==> config.mk <==
export PLATFORM = sky130hd
export DESIGN_NAME = fsp_ctrl
export DESIGN_NICKNAME = d
export VERILOG_FILES = /design/src/shared/fsp_pkg.sv /design/src/verilog/fsp_ctrl.sv
export SDC_FILE = /design/constraint.sdc
export NUM_CORES = 1
export LEC_CHECK = 0
export BUFFER_PORTS_ARGS = -buffer_cell sky130_fd_sc_hd__buf_2
export CAP_MARGIN = 20
export CORE_MARGIN = 1
export CORE_UTILIZATION = 50
export DETAILED_ROUTE_END_ITERATION = 8
export PLACE_DENSITY = 0.7
export SKIP_CTS_REPAIR_TIMING = 1
export SLEW_MARGIN = 20
export SYNTH_ARGS = -nofsm -noshare
export SYNTH_HDL_FRONTEND = slang
export SYNTH_SLANG_ARGS = --single-unit
==> constraint.sdc <==
create_clock -name clk_sys_i -period 2.9 [get_ports clk_sys_i]
set_input_delay 0.145 -clock clk_sys_i [delete_from_list [all_inputs] [get_ports clk_sys_i]]
set_output_delay 0.145 -clock clk_sys_i [all_outputs]
set_load 0.02 [all_outputs]
==> src/shared/fsp_pkg.sv <==
/*
  Constants, field layout, command codes and timing for the flash
  self-programming controller.
  Assumes a 200 MHz system clock and a byte-addressed Avalon-MM register bus.
*/
package fsp_pkg;

  // Register map: the register offset is a word index, byte address is index * 4
  localparam logic [7:0] CSR_INDEX = 8'h37;
  localparam logic [7:0] CFG_INDEX = 8'h38;
  localparam logic [9:0] CSR_ADDR  = {CSR_INDEX, 2'b00};
  localparam logic [9:0] CFG_ADDR  = {CFG_INDEX, 2'b00};

  // Control/status fields
  localparam int BIT_IRQ_EN  = 7;
  localparam int BIT_BUSY    = 6;
  localparam int BIT_RSV     = 5;
  localparam logic [7:0] CSR_RESET = 8'h00;

  // Command patterns of the low five bits; all but CMD_NONE are legal
  localparam logic [4:0] CMD_NONE   = 5'h00;
  localparam logic [4:0] CMD_REEN   = 5'h11;
  localparam logic [4:0] CMD_LOCK   = 5'h09;
  localparam logic [4:0] CMD_WRITE  = 5'h05;
  localparam logic [4:0] CMD_ERASE  = 5'h03;
  localparam logic [4:0] CMD_FILL   = 5'h01;

  // Arming window: four cycles; lock/fuse readback within three
  localparam logic [1:0] ARM_LAST   = 2'h3;
  localparam logic [1:0] LPM_LIMIT  = 2'h3;

  // Flash geometry
  localparam int         PAGE_W      = 7;
  localparam int         WORD_W      = 6;
  localparam int         PC_W        = 13;
  localparam int         Z_PAGE_LSB  = 7;
  localparam int         Z_PAGE_MSB  = 13;
  localparam int         Z_WORD_LSB  = 1;
  localparam int         Z_WORD_MSB  = 6;
  localparam int         PAGE_WORDS  = 64;
  localparam logic [6:0] CONC_PAGES  = 7'h70;
  localparam logic [7:0] LOCK_RESET  = 8'hff;

  // Boot section starts by fuse setting, all ending at the top word
  localparam logic [12:0] BOOT_END    = 13'h1fff;
  localparam logic [12:0] BOOT_ST_128 = 13'h1f80;
  localparam logic [12:0] BOOT_ST_256 = 13'h1f00;
  localparam logic [12:0] BOOT_ST_512 = 13'h1e00;
  localparam logic [12:0] BOOT_ST_1K  = 13'h1c00;

  // Programming time
  localparam int CLK_PERIOD_PS   = 5000;
  localparam int PROG_MIN_US     = 3700;
  localparam int PROG_MAX_US     = 4500;
  localparam int PROG_MIN_CYCLES = (PROG_MIN_US * 1000 + CLK_PERIOD_PS / 1000 - 1) / (CLK_PERIOD_PS / 1000);
  localparam int PROG_MAX_CYCLES = (PROG_MAX_US * 1000) / (CLK_PERIOD_PS / 1000);
  localparam int OP_CNT_W        = 20;

  typedef enum logic [1:0] {
    ST_IDLE,
    ST_ARMED,
    ST_OP
  } fsp_state_t;

endpackage

==> src/verilog/fsp_ctrl.sv <==
/*
  Flash self-programming controller: control/status register, arming window,
  temporary page buffer, page erase/write and lock-bit timing, region busy and halt.
  Assumes the core drives store/load requests as one-cycle pulses synchronous
  to clk_sys_i, and a flash macro that performs the erase/write it is told.
*/
// Added by the designer: the Avalon-MM slave port.
module fsp_ctrl #(
  parameter int PROG_CYCLES = fsp_pkg::PROG_MIN_CYCLES
) (
  input  wire logic                        clk_sys_i,
  input  wire logic                        rstn_i,
  // Avalon-MM slave
  input  wire logic [9:0]                  avs_address_i,
  input  wire logic                        avs_read_i,
  input  wire logic                        avs_write_i,
  input  wire logic [31:0]                 avs_writedata_i,
  input  wire logic [3:0]                  avs_byteenable_i,
  output logic      [31:0]                 avs_readdata_o,
  output logic                             avs_waitrequest_o,
  // Core side
  input  wire logic                        spm_req_i,
  input  wire logic                        lpm_req_i,
  input  wire logic [15:0]                 z_ptr_i,
  input  wire logic [7:0]                  r0_i,
  input  wire logic [7:0]                  r1_i,
  input  wire logic                        gie_i,
  input  wire logic [1:0]                  boot_size_select_i,
  input  wire logic [7:0]                  fuse_bits_i,
  output logic                             ready_irq_o,
  output logic                             cpu_halt_o,
  output logic                             region_blocked_o,
  output logic                             lpm_valid_o,
  output logic      [7:0]                  lpm_data_o,
  output logic      [fsp_pkg::PC_W-1:0]    boot_start_o,
  output logic      [7:0]                  lock_bits_o,
  // Flash macro side
  output logic                             prog_start_o,
  output logic                             prog_erase_o,
  output logic      [fsp_pkg::PAGE_W-1:0]  prog_page_o,
  output logic                             prog_done_o,
  input  wire logic [fsp_pkg::WORD_W-1:0]  prog_buf_idx_i,
  output logic      [15:0]                 prog_buf_data_o
);
  import fsp_pkg::*;

  fsp_state_t                state_q;
  logic                      wait_q;
  logic [31:0]               rdata_q;
  logic                      irq_en_q;
  logic                      busy_q;
  logic [4:0]                cmd_q;
  logic [1:0]                arm_cnt_q;
  logic [OP_CNT_W-1:0]       op_cnt_q;
  logic                      halt_q;
  logic                      irq_q;
  logic                      lpm_valid_q;
  logic [7:0]                lpm_data_q;
  logic [7:0]                lock_q;
  logic [1:0]                boot_sz_q;
  logic                      strap_taken_q;
  logic [PC_W-1:0]           boot_start_q;
  logic                      prog_start_q;
  logic                      prog_erase_q;
  logic [PAGE_W-1:0]         prog_page_q;
  logic                      prog_done_q;
  logic [15:0]               prog_data_q;
  logic [15:0]               buf_q [PAGE_WORDS];
  logic [PAGE_WORDS-1:0]     buf_valid_q;
  logic                      wr_acc;
  logic                      wr_legal;
  logic                      arm_wr;
  logic                      store;
  logic                      is_op_cmd;
  logic                      stall_pg;
  logic                      op_done;
  logic                      window_end;
  logic [PAGE_W-1:0]         z_page;
  logic [WORD_W-1:0]         z_word;
  logic [4:0]                wr_low;

  // Pointer decode; bits 15:14 and bit 0 are not used for stores
  assign z_page   = z_ptr_i[Z_PAGE_MSB:Z_PAGE_LSB];
  assign z_word   = z_ptr_i[Z_WORD_MSB:Z_WORD_LSB];
  assign stall_pg = (z_page >= CONC_PAGES);

  // Bus write decode and command legality
  assign wr_acc   = avs_write_i && !wait_q && (avs_address_i == CSR_ADDR) && avs_byteenable_i[0];
  assign wr_low   = avs_writedata_i[4:0];
  assign wr_legal = (wr_low == CMD_REEN) || (wr_low == CMD_LOCK) || (wr_low == CMD_WRITE) ||
                    (wr_low == CMD_ERASE) || (wr_low == CMD_FILL);
  assign arm_wr   = wr_acc && wr_legal && (state_q != ST_OP);

  // Store and operation events
  assign store      = spm_req_i && (state_q == ST_ARMED) && !arm_wr;
  assign is_op_cmd  = (cmd_q == CMD_ERASE) || (cmd_q == CMD_WRITE) || (cmd_q == CMD_LOCK);
  assign window_end = (state_q == ST_ARMED) && (arm_cnt_q == ARM_LAST) && !store && !arm_wr;
  assign op_done    = (state_q == ST_OP) && (op_cnt_q == OP_CNT_W'(PROG_CYCLES - 1));

  // Bus handshake: one wait cycle, then an accepting edge with waitrequest low
  always_ff @(posedge clk_sys_i) begin
    if (!rstn_i) begin
      wait_q <= 1'b1;
    end else begin
      wait_q <= !((avs_read_i || avs_write_i) && wait_q);
    end
  end

  // Read data is captured so it stands at the accepting edge
  always_ff @(posedge clk_sys_i) begin
    if (!rstn_i) begin
      rdata_q <= 32'h0000_0000;
    end else if (avs_read_i && wait_q) begin
      if (avs_address_i == CSR_ADDR) begin
        rdata_q <= {24'h00_0000, irq_en_q, busy_q, 1'b0, cmd_q};
      end else if (avs_address_i == CFG_ADDR) begin
        rdata_q <= {24'h00_0000, 4'h0, halt_q, (state_q == ST_OP), boot_sz_q};
      end else begin
        rdata_q <= 32'h0000_0000;                                  // Unmapped reads zero
      end
    end
  end

  // Sequencer state
  always_ff @(posedge clk_sys_i) begin
    if (!rstn_i) begin
      state_q <= ST_IDLE;
    end else if (arm_wr) begin
      state_q <= ST_ARMED;
    end else begin
      unique case (state_q)
        ST_IDLE: state_q <= ST_IDLE;
        ST_ARMED: begin
          if (store) begin
            state_q <= is_op_cmd ? ST_OP : ST_IDLE;
          end else if (arm_cnt_q == ARM_LAST) begin
            state_q <= ST_IDLE;
          end
        end
        ST_OP: begin
          if (op_done) begin
            state_q <= ST_IDLE;
          end
        end
      endcase
    end
  end

  // Arming window counter, restarted by every legal write outside an operation
  always_ff @(posedge clk_sys_i) begin
    if (!rstn_i) begin
      arm_cnt_q <= 2'h0;
    end else if (arm_wr) begin
      arm_cnt_q <= 2'h0;
    end else if (state_q == ST_ARMED && arm_cnt_q != ARM_LAST) begin
      arm_cnt_q <= arm_cnt_q + 2'h1;
    end
  end

  // Operation timer
  always_ff @(posedge clk_sys_i) begin
    if (!rstn_i) begin
      op_cnt_q <= '0;
    end else if (store) begin
      op_cnt_q <= '0;
    end else if (state_q == ST_OP) begin
      op_cnt_q <= op_cnt_q + OP_CNT_W'(1);
    end
  end

  // Command bits: armed by a legal write, cleared on a fill or re-enable store, timeout or completion
  always_ff @(posedge clk_sys_i) begin
    if (!rstn_i) begin
      cmd_q <= CSR_RESET[4:0];
    end else if (arm_wr) begin
      cmd_q <= wr_low;
    end else if (store && !is_op_cmd) begin
      cmd_q <= CMD_NONE;
    end else if (window_end || op_done) begin
      cmd_q <= CMD_NONE;
    end
  end

  // Interrupt enable bit is a plain read/write bit
  always_ff @(posedge clk_sys_i) begin
    if (!rstn_i) begin
      irq_en_q <= CSR_RESET[BIT_IRQ_EN];
    end else if (wr_acc) begin
      irq_en_q <= avs_writedata_i[BIT_IRQ_EN];
    end
  end

  // Read-region busy flag
  always_ff @(posedge clk_sys_i) begin
    if (!rstn_i) begin
      busy_q <= CSR_RESET[BIT_BUSY];
    end else if (store && (cmd_q == CMD_ERASE || cmd_q == CMD_WRITE) && !stall_pg) begin
      busy_q <= 1'b1;
    end else if (store && (cmd_q == CMD_FILL || cmd_q == CMD_REEN)) begin
      busy_q <= 1'b0;
    end
  end

  // Core halt for operations on the stalling region
  always_ff @(posedge clk_sys_i) begin
    if (!rstn_i) begin
      halt_q <= 1'b0;
    end else if (store && (cmd_q == CMD_ERASE || cmd_q == CMD_WRITE) && stall_pg) begin
      halt_q <= 1'b1;
    end else if (op_done) begin
      halt_q <= 1'b0;
    end
  end

  // Temporary page buffer data
  always_ff @(posedge clk_sys_i) begin
    if (store && cmd_q == CMD_FILL) begin
      buf_q[z_word] <= {r1_i, r0_i};
    end
    prog_data_q <= buf_q[prog_buf_idx_i];
  end

  // Buffer occupancy: a re-enable write during loading discards the data
  always_ff @(posedge clk_sys_i) begin
    if (!rstn_i) begin
      buf_valid_q <= '0;
    end else if (store && cmd_q == CMD_FILL) begin
      buf_valid_q[z_word] <= 1'b1;
    end else if (arm_wr && wr_low == CMD_REEN && |buf_valid_q) begin
      buf_valid_q <= '0;
    end else if (op_done && cmd_q == CMD_WRITE) begin
      buf_valid_q <= '0;
    end
  end

  // Flash macro command outputs
  always_ff @(posedge clk_sys_i) begin
    if (!rstn_i) begin
      prog_start_q <= 1'b0;
      prog_erase_q <= 1'b0;
      prog_page_q  <= '0;
      prog_done_q  <= 1'b0;
    end else begin
      prog_start_q <= store && (cmd_q == CMD_ERASE || cmd_q == CMD_WRITE);
      prog_done_q  <= op_done && cmd_q != CMD_LOCK;
      if (store && (cmd_q == CMD_ERASE || cmd_q == CMD_WRITE)) begin
        prog_erase_q <= (cmd_q == CMD_ERASE);
        prog_page_q  <= z_page;
      end
    end
  end

  // Lock bits programmed from R0 only
  always_ff @(posedge clk_sys_i) begin
    if (!rstn_i) begin
      lock_q <= LOCK_RESET;
    end else if (store && cmd_q == CMD_LOCK) begin
      lock_q <= r0_i;
    end
  end

  // Program-load readback of lock or fuse byte
  always_ff @(posedge clk_sys_i) begin
    if (!rstn_i) begin
      lpm_valid_q <= 1'b0;
      lpm_data_q  <= 8'h00;
    end else begin
      lpm_valid_q <= lpm_req_i;
      if (lpm_req_i) begin
        if (state_q == ST_ARMED && cmd_q == CMD_LOCK && arm_cnt_q < LPM_LIMIT) begin
          lpm_data_q <= z_ptr_i[0] ? fuse_bits_i : lock_q;
        end else begin
          lpm_data_q <= 8'h00;
        end
      end
    end
  end

  // Ready interrupt request
  always_ff @(posedge clk_sys_i) begin
    if (!rstn_i) begin
      irq_q <= 1'b0;
    end else begin
      irq_q <= irq_en_q && gie_i && !cmd_q[0];
    end
  end

  // Boot size strap taken once after reset release
  always_ff @(posedge clk_sys_i) begin
    if (!rstn_i) begin
      strap_taken_q <= 1'b0;
      boot_sz_q     <= 2'h0;
      boot_start_q  <= BOOT_ST_1K;
    end else if (!strap_taken_q) begin
      strap_taken_q <= 1'b1;
      boot_sz_q     <= boot_size_select_i;
      unique case (boot_size_select_i)
        2'h3: boot_start_q <= BOOT_ST_128;
        2'h2: boot_start_q <= BOOT_ST_256;
        2'h1: boot_start_q <= BOOT_ST_512;
        2'h0: boot_start_q <= BOOT_ST_1K;
      endcase
    end
  end

  // Outputs straight from flip-flops
  assign avs_readdata_o    = rdata_q;
  assign avs_waitrequest_o = wait_q;
  assign ready_irq_o       = irq_q;
  assign cpu_halt_o        = halt_q;
  assign region_blocked_o  = busy_q;
  assign lpm_valid_o       = lpm_valid_q;
  assign lpm_data_o        = lpm_data_q;
  assign boot_start_o      = boot_start_q;
  assign lock_bits_o       = lock_q;
  assign prog_start_o      = prog_start_q;
  assign prog_erase_o      = prog_erase_q;
  assign prog_page_o       = prog_page_q;
  assign prog_done_o       = prog_done_q;
  assign prog_buf_data_o   = prog_data_q;

  // Checks
  property p_rsv_zero;
    @(posedge clk_sys_i) disable iff (!rstn_i) !avs_waitrequest_o |-> avs_readdata_o[BIT_RSV] == 1'b0;
  endproperty
  a_rsv_zero: assert property (p_rsv_zero) else $error("reserved bit read as one");
  property p_irq;
    @(posedge clk_sys_i) disable iff (!rstn_i) ##1 ready_irq_o == $past(irq_en_q && gie_i && !cmd_q[0]);
  endproperty
  a_irq: assert property (p_irq) else $error("ready interrupt wrong");
  property p_busy_set;
    @(posedge clk_sys_i) disable iff (!rstn_i)
      store && (cmd_q == CMD_ERASE || cmd_q == CMD_WRITE) && !stall_pg |=> busy_q && !cpu_halt_o;
  endproperty
  a_busy_set: assert property (p_busy_set) else $error("busy flag not set");
  property p_fill_clear;
    @(posedge clk_sys_i) disable iff (!rstn_i) store && cmd_q == CMD_FILL |=> !busy_q && cmd_q == CMD_NONE;
  endproperty
  a_fill_clear: assert property (p_fill_clear) else $error("buffer load did not clear busy");
  property p_halt;
    @(posedge clk_sys_i) disable iff (!rstn_i)
      store && (cmd_q == CMD_ERASE || cmd_q == CMD_WRITE) && stall_pg |=> cpu_halt_o throughout (state_q == ST_OP)[*8];
  endproperty
  a_halt: assert property (p_halt) else $error("core not halted");
  property p_window;
    @(posedge clk_sys_i) disable iff (!rstn_i) arm_wr ##1 (!spm_req_i && !wr_acc)[*4] |=> cmd_q == CMD_NONE;
  endproperty
  a_window: assert property (p_window) else $error("enable did not time out");
  property p_op_enable;
    @(posedge clk_sys_i) disable iff (!rstn_i) state_q == ST_OP |-> cmd_q[0];
  endproperty
  a_op_enable: assert property (p_op_enable) else $error("enable dropped during operation");
  property p_illegal;
    @(posedge clk_sys_i) disable iff (!rstn_i)
      wr_acc && !wr_legal && state_q == ST_IDLE |=> cmd_q == CMD_NONE && state_q == ST_IDLE;
  endproperty
  a_illegal: assert property (p_illegal) else $error("illegal pattern armed");
  property p_abort;
    @(posedge clk_sys_i) disable iff (!rstn_i) arm_wr && wr_low == CMD_REEN |=> buf_valid_q == '0;
  endproperty
  a_abort: assert property (p_abort) else $error("load not aborted");
  property p_boot;
    @(posedge clk_sys_i) disable iff (!rstn_i)
      strap_taken_q |-> boot_start_o == (boot_sz_q == 2'h3 ? BOOT_ST_128 : boot_sz_q == 2'h2 ? BOOT_ST_256 :
                                          boot_sz_q == 2'h1 ? BOOT_ST_512 : BOOT_ST_1K);
  endproperty
  a_boot: assert property (p_boot) else $error("boot start mismatch");
  property p_op_len;
    @(posedge clk_sys_i) disable iff (!rstn_i) $rose(state_q == ST_OP) |-> (state_q == ST_OP)[*8];
  endproperty
  a_op_len: assert property (p_op_len) else $error("operation ended too early");

  c_erase: cover property (@(posedge clk_sys_i) disable iff (!rstn_i) prog_start_o && prog_erase_o);
  c_write: cover property (@(posedge clk_sys_i) disable iff (!rstn_i) prog_start_o && !prog_erase_o);
  c_reen:  cover property (@(posedge clk_sys_i) disable iff (!rstn_i) store && cmd_q == CMD_REEN && busy_q);
  c_lpm:   cover property (@(posedge clk_sys_i) disable iff (!rstn_i) lpm_req_i && cmd_q == CMD_LOCK);

endmodule // fsp_ctrl

==> impl_metrics.yaml <==
routing:
  dr.pass1.iters: 5
  ant_nets: 0
  via_per_inst: 6.03
  detail_route.wl_per_cell_um: 27.4
  drc: 0
  route.vias.total: 22212
  drtIter0Drc: 2453
  drt-total-wl_mm: 101
layout:
  nFillCells: 6095
  layout-drive-gt1-share_pct: 28.9
  syn2layout_area_growth_pct: 15.7
  multi_input_area_um2: 9690
  nets: 2555
  seq_area_um2: 32600
  final_cells: 3683
worst_hold_path:
  hold_path.startpoint: "z_ptr_i[0]"
  min_path_type: "in2reg"
synthesis:
  avgSynthCellArea_um2: 20.2
  synth_area_um2: 42900
  async_reset_ff_share_pct: 0
  synth_common_cells: "edfxtp_1, mux4_2, nor2_1"
  ys_seq_area_share_pct: 76.0
  ys_ff_latch: 1114
  synth.most_common_cell: "edfxtp_1"
  ys_types: 62
  synth_top_area_share_pct: 71.7
  synth_warnings: 0
  syn_inst: 2120
  synth_edf_count: 1024
  synth.area.top_cells: "edfxtp_1, mux4_2, dfxtp_1"
  synth_area_leader_cell: "edfxtp_1"
  synth_flop_cell: "edfxtp_1"
power:
  pwr-share-seq_pct: 54.0
  cell_internal_pwr_mw: 25.8
  peakVddDrop_mv: 0.504
  switching_share_pct: 21.0
  comb_power_share_pct: 5.1
  cellPowerDensity_nw_per_um2: 658
  cellLeakagePower_nw: 16.1
  pwr-share-clk_pct: 40.9
  p_switching_mw: 6.85
clock_tree:
  insertion_delay_ns: 0.68
  cts_tree: "done"
  ctsHtreeMaxLevel: 3
  clk_pin_slew_ns: 0.06
  cts_buffers: 108
  clockBufferDepth: 3
  cts_root_buffer: "clkbuf_16"
  cts_sinks: 1114
grt:
  track_usage_pct: 23.3
  grt_pass1_vias: 21894
  grt_max_degree: 66
  overflow: 0
  grt_antenna_before_repair: 10
  grt_pass1_wl_mm: 145
sta:
  setup_viol: 0
  clock.fmax_mhz: 381
  tns_ns: 0
  min_period_over_period_pct: 90.6
  period_minus_slack_ns: 2.63
  slew_violations: 0
  relSlewSlack_pct: 22.8
  rsz0062_at_grt: "false"
  finalHoldViolCount: 0
  tightest_slew_ns: 1.16
  finClkSkew_ns: 0.0421
placed_design:
  io_buffers: 126
  placed_cells: 3449
  gp_congestion: 0.898
  dp_hpwl_mm: 62.9
critical_path:
  cp_max_fo: 16
  crit_start: "state_q[0]"
  r2r_start: "state_q[0]"
  start_kind: "flop"
  critPathArrivalTime_ns: 2.96
  crit_required_ns: 3.23
  end_kind: "flop"
  path_class: "reg2reg"
run:
  cap_violations: 0
floorplanning:
  die-area_um2: 86900
  die_x_um: 295
  pin_count: 193
  die_h_um: 295
  rows: 107
  initial_utilization_pct: 50.4
  core_area_um2: 85000
outcome:
  status: "finished, final reports clean"
[cells by family after synthesis]
| group | Yosys count | synth area share (%) |
|---|---|---|
| and+or+nand+nor | 339 | 3.97 |
| AOI/OAI and AO/OA | 161 | 2.65 |
| xor gates and xnor gates | 21 | 0.429 |
| buffers and inverters | 148 | 1.74 |
| other | 2 | 0.0175 |
| adders and majority gates | 2 | 0.0584 |
| DFF | 1114 | 76.0 |
| muxes | 333 | 15.2 |
[layout make-up]
| cell class | count | area share, % |
|---|---|---|
| clock inverters | 58 | 0.929 |
| repair buffers | 333 | 5.12 |
| clock buffers | 138 | 5.84 |
| diodes | 1 | 0.00505 |
| inverters | 4 | 0.0303 |
| multi-input cells | 891 | 19.5 |
| flip-flops and latches | 1114 | 65.6 |
| well taps | 1144 | 2.89 |
[layer usage]
layer / track usage (%) / vias up / share of wire, %
li1: - / 9315 / -
met1: 32.3 / 11603 / 39
met2: 37.0 / 1109 / 48
met3: 4.54 / 173 / 9.5
met4: 8.24 / 12 / 3.3
met5: 0 / - / 0.072
[cells in the final DEF, fill, tap and decap left out, types with 19 or more instances in the layout]
cell           netlist  layout
o21ai_0             31      31
clkinv_2             0      20
buf_4               37     151
mux2_2              26      26
nand3_1             49      49
nor2_1             105     105
a22oi_1             47      47
buf_2               41     123
dfxtp_1             90      90
nand2_1             77      77
dlygate4sd3_1        0      37
conb_1               2      35
buf_12               0      19
clkinv_1             0      22
o22ai_1             22      22
edfxtp_1          1024    1024
clkbuf_1            51      24
clkbuf_16            0     110
mux4_2             251     251
mux2i_1             56      56
[state kept, by name, summed over array words and instances, names as in the netlist]
register	flops
buf_q	1024
prog_page_o	7
lpm_valid_o	1
strap_taken_q	1
op_cnt_q	20
prog_buf_data_o	16
prog_start_o	1
prog_done_o	1
avs_readdata_o	7
boot_start_o	3
avs_waitrequest_o	1
ready_irq_o	1
prog_erase_o	1
state_q	2
lpm_data_o	8
cpu_halt_o	1
cmd_q	5
irq_en_q	1
arm_cnt_q	2
lock_bits_o	8
region_blocked_o	1
boot_sz_q	2
[power by group through the flow]
stage,clock (mW),combinational (mW),sequential [mW]
after floorplan,0,0.832,18.0
after global placement,0,1.59,17.9
after detailed placement,0,1.63,17.9
after CTS,13.5,1.63,17.6
after global routing,14.1,1.76,17.6
final,13.3,1.67,17.6
[final timing paths]
| kind | to | slack (ns) | depth (start not counted) |
|---|---|---|---|
| worst max-delay path | buf_q[44][1] | 0.27 | 7 |
| worst min-delay path | lpm_data_o[3] | 0.01 | 3 |
| worst max register to register | buf_q[44][1] | 0.27 | 7 |
| worst min register to register | avs_readdata_o[6] | 0.46 | 2 |
[stage by stage]
stage | utilization, % | hold WS (ns) | cell area [um2] | setup WS (ns) | total power [mW]
3_5_place_dp | 53.9 | 0.370 | 45900 | 0.327 | 19.6
5_1_grt | 58.3 | 0.0110 | 49600 | 0.172 | 33.4
6_report | 58.3 | 0.0127 | 49600 | 0.273 | 32.6
2_1_floorplan | - | 0.173 | 43000 | 0.00497 | 18.8
3_3_place_gp | 53.9 | 0.362 | 45900 | 0.335 | 19.5
4_1_cts | 57.9 | -0.337 | 49200 | 0.295 | 32.7
[worst max-delay path, stage by stage (launching register included)]
cell and delay [ns]:
dfxtp_1 0.34, nand2b_1 0.19, o2111a_1 0.21, a211oi_2 0.47
or3b_1 0.40, buf_4 0.25, nor2_1 0.14, buf_4 0.29
(Power assumes the default switching activity.)
